[src/adcc_pkg.sv]
// Shared constants for the converter control block.
`default_nettype none
package adcc_pkg;
  localparam logic [7:0] ADCC_OFS_AUX0 = 8'h8e;
  localparam logic [7:0] ADCC_OFS_RESULT_LOW = 8'hbe;
  localparam logic [7:0] ADCC_OFS_CTRL = 8'hc5;
  localparam logic [7:0] ADCC_OFS_RESULT_HIGH = 8'hc6;
  localparam int ADCC_CTRL_POWER_BIT = 7;
  localparam int ADCC_CTRL_SPEED_HI_BIT = 6;
  localparam int ADCC_CTRL_SPEED_LO_BIT = 5;
  localparam int ADCC_CTRL_DONE_BIT = 4;
  localparam int ADCC_CTRL_GO_BIT = 3;
  localparam int ADCC_CTRL_CHAN_MSB = 2;
  localparam int ADCC_AUX_JUSTIFY_BIT = 2;
  localparam logic [7:0] ADCC_CTRL_RESET = 8'h00;
  localparam logic [7:0] ADCC_RESULT_RESET = 8'h00;
  localparam logic [7:0] ADCC_UNMAPPED_READ = 8'h00;
  // Conversion length in system clocks is this unit times (speed code + 1).
  localparam logic [7:0] ADCC_DIV_UNIT = 8'h3c;
  localparam int ADCC_CNT_W = 8;

  typedef logic [1:0] adcc_speed_t;

  function automatic logic [ADCC_CNT_W-1:0] adcc_divisor(input adcc_speed_t sel);
    logic [9:0] prod;
    prod = 10'(ADCC_DIV_UNIT) * (10'(sel) + 10'h001);
    return prod[ADCC_CNT_W-1:0];
  endfunction
endpackage
`default_nettype wire

[src/adcc_conv_if.sv]
// Interface joining the controller to its sequencer and result packer.
`default_nettype none
interface adcc_conv_if;
  logic start;
  logic run;
  adcc_pkg::adcc_speed_t speed;
  logic done;
  logic [9:0] raw;
  logic justify;
  logic [7:0] high_byte;
  logic [7:0] low_byte;
  modport ctrl (output start, run, speed, raw, justify, input done, high_byte, low_byte);
  modport seq (input start, run, speed, output done);
  modport pack (input done, raw, justify, output high_byte, low_byte);
endinterface
`default_nettype wire

[src/adcc_sequencer.sv]
// Conversion timer: counts the selected divisor and pulses done at the end.
`default_nettype none
module adcc_sequencer
(
  input wire logic clock,
  input wire logic reset,
  adcc_conv_if.seq cif
);
  import adcc_pkg::*;

  logic busy_q;
  logic [ADCC_CNT_W-1:0] count_q;
  wire [ADCC_CNT_W-1:0] limit = adcc_divisor(cif.speed);
  wire last = busy_q && cif.run && (count_q >= limit);

  // The count pauses while the converter may not run.
  assign cif.done = last;

  always_ff @(posedge clock)
  begin
    if (reset)
    begin
      busy_q <= 1'b0;
      count_q <= '0;
    end
    else if (cif.start)
    begin
      busy_q <= 1'b1;
      count_q <= 8'h01;
    end
    else if (last)
      busy_q <= 1'b0;
    else if (busy_q && cif.run)
      count_q <= count_q + 8'h01;
  end

  a_done_when_busy: assert property (@(posedge clock) disable iff (reset)
    cif.done |-> busy_q) else $error("done without a running conversion");
endmodule
`default_nettype wire

[src/adcc_result_pack.sv]
// Result byte pair, loaded and packed at conversion completion.
`default_nettype none
module adcc_result_pack
(
  input wire logic clock,
  input wire logic reset,
  adcc_conv_if.pack cif
);
  import adcc_pkg::*;

  logic [7:0] high_q;
  logic [7:0] low_q;
  wire [7:0] high_d = cif.justify ? {6'h00, cif.raw[9:8]} : cif.raw[9:2];
  wire [7:0] low_d = cif.justify ? cif.raw[7:0] : {6'h00, cif.raw[1:0]};

  assign cif.high_byte = high_q;
  assign cif.low_byte = low_q;

  // Packing is fixed when stored, so a later justify change leaves it alone.
  always_ff @(posedge clock)
  begin
    if (reset)
    begin
      high_q <= ADCC_RESULT_RESET;
      low_q <= ADCC_RESULT_RESET;
    end
    else if (cif.done)
    begin
      high_q <= high_d;
      low_q <= low_d;
    end
  end

  a_pack_right: assert property (@(posedge clock) disable iff (reset)
    cif.done && cif.justify |=> low_q == $past(cif.raw[7:0]) && high_q[7:2] == 6'h00)
    else $error("right justified packing wrong");
  a_pack_left: assert property (@(posedge clock) disable iff (reset)
    cif.done && !cif.justify |=> high_q == $past(cif.raw[9:2]) && low_q[7:2] == 6'h00)
    else $error("left justified packing wrong");
  a_hold_result: assert property (@(posedge clock) disable iff (reset)
    !cif.done |=> $stable(high_q) && $stable(low_q))
    else $error("result changed without completion");
endmodule
`default_nettype wire

[src/adcc_top.sv]
// Converter control: special function registers, start logic and core drive.
`default_nettype none
module adcc_top
(
  input wire logic clock,
  input wire logic reset,
  input wire logic [7:0] sfr_addr,
  input wire logic sfr_wr,
  input wire logic sfr_rd,
  input wire logic [7:0] sfr_wdata,
  output logic [7:0] sfr_rdata,
  input wire logic cpu_idle,
  input wire logic cpu_power_down,
  input wire logic irq_enable,
  input wire logic [9:0] core_result,
  output logic converter_power_on,
  output logic [2:0] core_channel,
  output logic core_converting,
  output logic irq_request
);
  import adcc_pkg::*;

  adcc_conv_if cif ();

  logic [7:0] ctrl_q;
  logic [7:0] ctrl_d;
  logic justify_q;
  logic justify_d;
  logic [7:0] rdata_q;
  logic irq_q;

  wire ctrl_wr = sfr_wr && (sfr_addr == ADCC_OFS_CTRL);
  wire aux_wr = sfr_wr && (sfr_addr == ADCC_OFS_AUX0);
  wire go_q = ctrl_q[ADCC_CTRL_GO_BIT];
  wire done_q = ctrl_q[ADCC_CTRL_DONE_BIT];
  wire power_q = ctrl_q[ADCC_CTRL_POWER_BIT];
  wire done_pulse = cif.done;
  wire sleeping = cpu_idle || cpu_power_down;
  wire run = power_q && !sleeping;

  // A start needs power on in the written value, no sleep, and both flags clear.
  wire start_req = ctrl_wr && sfr_wdata[ADCC_CTRL_GO_BIT];
  wire start = start_req && sfr_wdata[ADCC_CTRL_POWER_BIT] && !sleeping
               && !go_q && !done_q;

  // Software may rewrite power, speed and channel at any time.
  wire [7:0] ctrl_sw = ctrl_wr ? sfr_wdata : ctrl_q;
  // Writing zero to go never clears it; only completion does.
  wire go_d = start || (go_q && !done_pulse);
  // Completion wins over a software clear in the same cycle.
  wire done_d = done_pulse || (ctrl_wr ? sfr_wdata[ADCC_CTRL_DONE_BIT] : done_q);

  always_comb
  begin
    ctrl_d = ctrl_sw;
    ctrl_d[ADCC_CTRL_GO_BIT] = go_d;
    ctrl_d[ADCC_CTRL_DONE_BIT] = done_d;
  end

  assign justify_d = aux_wr ? sfr_wdata[ADCC_AUX_JUSTIFY_BIT] : justify_q;

  wire [7:0] aux_read = 8'(justify_q) << ADCC_AUX_JUSTIFY_BIT;
  wire [7:0] read_mux = (sfr_addr == ADCC_OFS_CTRL) ? ctrl_q :
                        (sfr_addr == ADCC_OFS_AUX0) ? aux_read :
                        (sfr_addr == ADCC_OFS_RESULT_HIGH) ? cif.high_byte :
                        (sfr_addr == ADCC_OFS_RESULT_LOW) ? cif.low_byte :
                        ADCC_UNMAPPED_READ;

  assign cif.start = start;
  assign cif.run = run;
  assign cif.speed = ctrl_q[ADCC_CTRL_SPEED_HI_BIT:ADCC_CTRL_SPEED_LO_BIT];
  assign cif.raw = core_result;
  assign cif.justify = justify_q;

  adcc_sequencer u_sequencer
  (
    .clock(clock),
    .reset(reset),
    .cif(cif)
  );

  adcc_result_pack u_result_pack
  (
    .clock(clock),
    .reset(reset),
    .cif(cif)
  );

  always_ff @(posedge clock)
  begin
    if (reset)
    begin
      ctrl_q <= ADCC_CTRL_RESET;
      justify_q <= 1'b0;
      rdata_q <= ADCC_UNMAPPED_READ;
      irq_q <= 1'b0;
    end
    else
    begin
      ctrl_q <= ctrl_d;
      justify_q <= justify_d;
      if (sfr_rd)
        rdata_q <= read_mux;
      irq_q <= done_d && irq_enable;
    end
  end

  assign sfr_rdata = rdata_q;
  assign converter_power_on = power_q;
  assign core_channel = ctrl_q[ADCC_CTRL_CHAN_MSB:0];
  assign core_converting = go_q;
  assign irq_request = irq_q;

  a_go_clears: assert property (@(posedge clock) disable iff (reset)
    done_pulse |=> !go_q && done_q) else $error("completion did not update flags");
  a_flag_kept: assert property (@(posedge clock) disable iff (reset)
    done_q && !ctrl_wr |=> done_q) else $error("hardware cleared the done flag");
  a_go_held: assert property (@(posedge clock) disable iff (reset)
    go_q && !done_pulse |=> go_q) else $error("go bit cleared without completion");
  a_no_restart: assert property (@(posedge clock) disable iff (reset)
    (go_q || done_q) |-> !cif.start) else $error("start while flags set");
  a_start_sets: assert property (@(posedge clock) disable iff (reset)
    start_req && !go_q && !done_q && sfr_wdata[ADCC_CTRL_POWER_BIT] && !sleeping
    |=> go_q ##1 (go_q && !done_pulse)[*8]) else $error("start did not begin");
  a_sleep_stall: assert property (@(posedge clock) disable iff (reset)
    sleeping |-> !done_pulse && !cif.start) else $error("conversion ran in sleep");
  a_reset_zero: assert property (@(posedge clock)
    reset |=> ctrl_q == ADCC_CTRL_RESET) else $error("control not zero after reset");
  a_irq_raise: assert property (@(posedge clock) disable iff (reset)
    done_pulse && irq_enable |=> irq_request) else $error("no interrupt request");
  a_channel_route: assert property (@(posedge clock) disable iff (reset)
    ctrl_wr |=> core_channel == $past(sfr_wdata[2:0])) else $error("channel not routed");

  c_start: cover property (@(posedge clock) disable iff (reset) cif.start);
  c_done_right: cover property (@(posedge clock) disable iff (reset) done_pulse && justify_q);
  c_blocked: cover property (@(posedge clock) disable iff (reset) start_req && done_q);
  c_clear_race: cover property (@(posedge clock) disable iff (reset) done_pulse && ctrl_wr);
endmodule
`default_nettype wire

[config.mk]
export PLATFORM = sky130hd
export DESIGN_NAME = adcc_top
export DESIGN_NICKNAME = d
export VERILOG_FILES = /design/src/adcc_pkg.sv /design/src/adcc_conv_if.sv /design/src/adcc_sequencer.sv /design/src/adcc_result_pack.sv /design/src/adcc_top.sv
export SDC_FILE = /design/constraint.sdc
export NUM_CORES = 1
export LEC_CHECK = 0
export BUFFER_PORTS_ARGS = -buffer_cell sky130_fd_sc_hd__buf_2
export CORE_UTILIZATION = 48
export DETAILED_ROUTE_END_ITERATION = 8
export GPL_TIMING_DRIVEN = 0
export PLACE_DENSITY = 0.8
export SLEW_MARGIN = 20
export SYNTH_ARGS = -nofsm -noshare
export SYNTH_HDL_FRONTEND = slang
export SYNTH_SLANG_ARGS = --single-unit
export TNS_END_PERCENT = 30
[constraint.sdc]
create_clock -name clock -period 2.59 [get_ports clock]
set_input_delay 0.1295 -clock clock [delete_from_list [all_inputs] [get_ports clock]]
set_output_delay 0.1295 -clock clock [all_outputs]
set_load 0.01 [all_outputs]
==> qor.yml <==
root_buffer: "clkbuf_8"
dieArea_um2: 5080
dr.pass1.iters: 7
antenna-diode-count: 0
cp_max_fo: 10
grt_max_degree: 14
switching_power_mw: 0.292
status: "finished with violations"
drt_iter0_markers: 198
grt_pass1_vias: 1977
syn-num-nets: 326
cts_buffer_depth: 2
syn-mean-instance-area_um2: 8.12
power.share.switching: 0.223
hold_buffers: 0
clock_latency_ps: 300
power.leakage_nw: 1.04
core_area_um2: 4470
violations: "DRC"
die_w_um: 71.3
clock_power_share: 0.416
slew-limit-headroom: 0.284
period_needed_ps: 2410
path_class: "reg2reg"
die_height_um: 71.3
row_count: 24
hpwlAfterDp_um: 4340
combPwrFrac: 0.075
drt-total-wl_um: 6030
fin_cells: 394
internal_power_mw: 1.02
hold_start: "irq_enable"
start_util: 0.515
netlist_instances: 284
netlist_area_um2: 2300
synthFlopType: "dfxtp_1"
drv_slew: 0
drive_gt1_frac: 0.222
layout.nets: 383
grt_pass1_wl_um: 9450
ys_types: 45
path_clk_slew_ps: 80
port_buffers: 44
ys_ff_latch: 43
fin_area_um2: 2780
hold_viol: 0
placedCellCount: 380
power_density_nw_per_um2: 473
ir_drop_v: 0.000232
syn_to_final_growth_pct: 20.4
vias: 2306
tritoncts: "built"
cp.required_ps: 2820
grt-ovfl-total: 0
p_seq_frac: 0.510
yosysSeqAreaShare: 0.374
gp_congestion: 0.903
cp-startpoint: "ctrl_q[5]$_SDFFE_PP0N_"
setup-violations-final: 0
max_cap_violations: 0
io_pins: 47
placed_cell_area_um2: 2590
synth-edff-count: 0
cts-htree-levels: 2
clock_sinks: 43
cts_buffers: 5
start_kind: "flop"
rr_startpoint: "ctrl_q[5]$_SDFFE_PP0N_"
postRouteAntennaNets: 0
viasPerCell: 5.85
finClkSkew_ps: 4.23
track_usage: 0.239
fin_crit_sh: 0.931
power_mw: 1.31
antenna_found_initial: 0
min_path_type: "in2reg"
postLayoutSetupSlackWorst_ps: 178
critPathCaptureType: "flop"
worst_slew_pin_slew_ps: 1070
hold_ws_ps: 53.0
fmax_ghz: 0.415
avgRoutedWirePerCell_um: 15.3
postLayoutCoreUtil: 0.620
synth-async-reset-ratio: 0
yosys_warnings: 0
arrival_ps: 2640
drc: 4
fin_tns_setup_ps: 0
place_ws_ps: -87.8
[cells in the final DEF, fill, tap and decap left out, types with 4 or more instances in the layout]
cell / instances
nand2_1: 14
buf_2: 44
nand4b_1: 5
nor3_1: 12
xnor2_1: 4
nand4_1: 7
o21ai_0: 24
dfxtp_1: 43
ha_1: 9
nor2_1: 20
nand3_1: 13
inv_1: 17
buf_4: 10
mux2i_1: 4
o22ai_1: 7
a21oi_1: 34
nand2b_1: 5
a221oi_1: 7
clkbuf_8: 6
clkbuf_1: 13
[area by class of cell]
cell class | instances | area (um^2)
Sequential cell | 43 | 861
Buffer | 22 | 108
Tap cell | 52 | 65.1
Fill cell | 410 | 1700
Timing Repair Buffer | 50 | 265
Clock inverter | 2 | 35.0
Inverter | 17 | 63.8
Clock buffer | 6 | 82.6
Multi-Input combinational cell | 202 | 1290
[synthesized netlist by cell type (all sizes together), types with 2 or more instances]
cell,number,area [um^2]
nor2,20,75.1
nand4b,5,43.8
a221oi,7,61.3
xor2,3,26.3
o21ai,26,134
nand2b,6,45.0
o211ai,3,22.5
a211oi,3,22.5
ha,9,113
inv,17,63.8
a21oi,36,184
nand4,7,43.8
dfxtp,43,861
o2111ai,3,26.3
clkbuf,15,56.3
nor3,12,60.1
nor4,3,25.0
nand4bb,3,50.1
nand3,13,65.1
xnor2,4,35.0
mux2i,4,40.0
o22ai,7,43.8
buf,7,48.8
or2,2,12.5
or4,2,18.8
nand2,14,52.6
[logic make-up after synthesis]
| group | Yosys count | synth area share |
|---|---|---|
| AO/OA/AOI/OAI | 92 | 0.239 |
| XOR/XNOR | 7 | 0.0266 |
| adder cells (fa/ha/maj) | 9 | 0.0489 |
| buffers and inverters | 39 | 0.0733 |
| flip-flops | 43 | 0.374 |
| multiplexers | 4 | 0.0174 |
| other | 1 | 0.00163 |
| AND/OR/NAND/NOR | 89 | 0.219 |
[registers in the layout, summed over array words and instances, names as in the netlist]
| register | flops |
|---|---|
| u_sequencer.busy_q | 1 |
| u_result_pack.cif.high_byte | 8 |
| cif.justify | 1 |
| u_sequencer.count_q | 8 |
| irq_request | 1 |
| ctrl_q | 8 |
| u_result_pack.cif.low_byte | 8 |
| sfr_rdata | 8 |
[repair_timing]
action | CTS | global route
setup buffers | 0 | 6
resized for setup | 3 | 3
endpoints found under the setup margin | 10 | 16
pin swaps | 0 | 3
[layer usage]
layer	track usage	wire, um
met5	0	0
met4	0.0933	76
met3	0.0394	389
met2	0.375	2770
met1	0.329	2790
[worst max-delay path: stages, from the launching register on]
cell      delay [ps]
dfxtp_1          430
inv_1            120
ha_1             310
xnor2_1          190
ha_1             300
a21oi_4          230
o21a_2           270
clkbuf_2         250
o21ai_0          110
a21oi_1          150
[power groups by stage]
stage	sequential [mW]	combinational, mW	clock [mW]
finish	0.668	0.0980	0.545
global route	0.669	0.106	0.581
CTS	0.669	0.0963	0.552
detailed placement	0.684	0.0956	0
global placement	0.684	0.0948	0
floorplan	0.687	0.0469	0
[final timing paths]
check	slack, ps	to	depth (start not counted)
setup / recovery	180	u_result_pack.cif.high_byte[5]$_SDFFE_PP0P_	9
hold / removal	50	irq_request$_SDFF_PP0_	3
hold reg to reg	480	ctrl_q[2]$_SDFFE_PP0N_	2
setup reg to reg	180	u_result_pack.cif.high_byte[5]$_SDFFE_PP0P_	9
No activity file was read; power rests on OpenSTA's default activity.
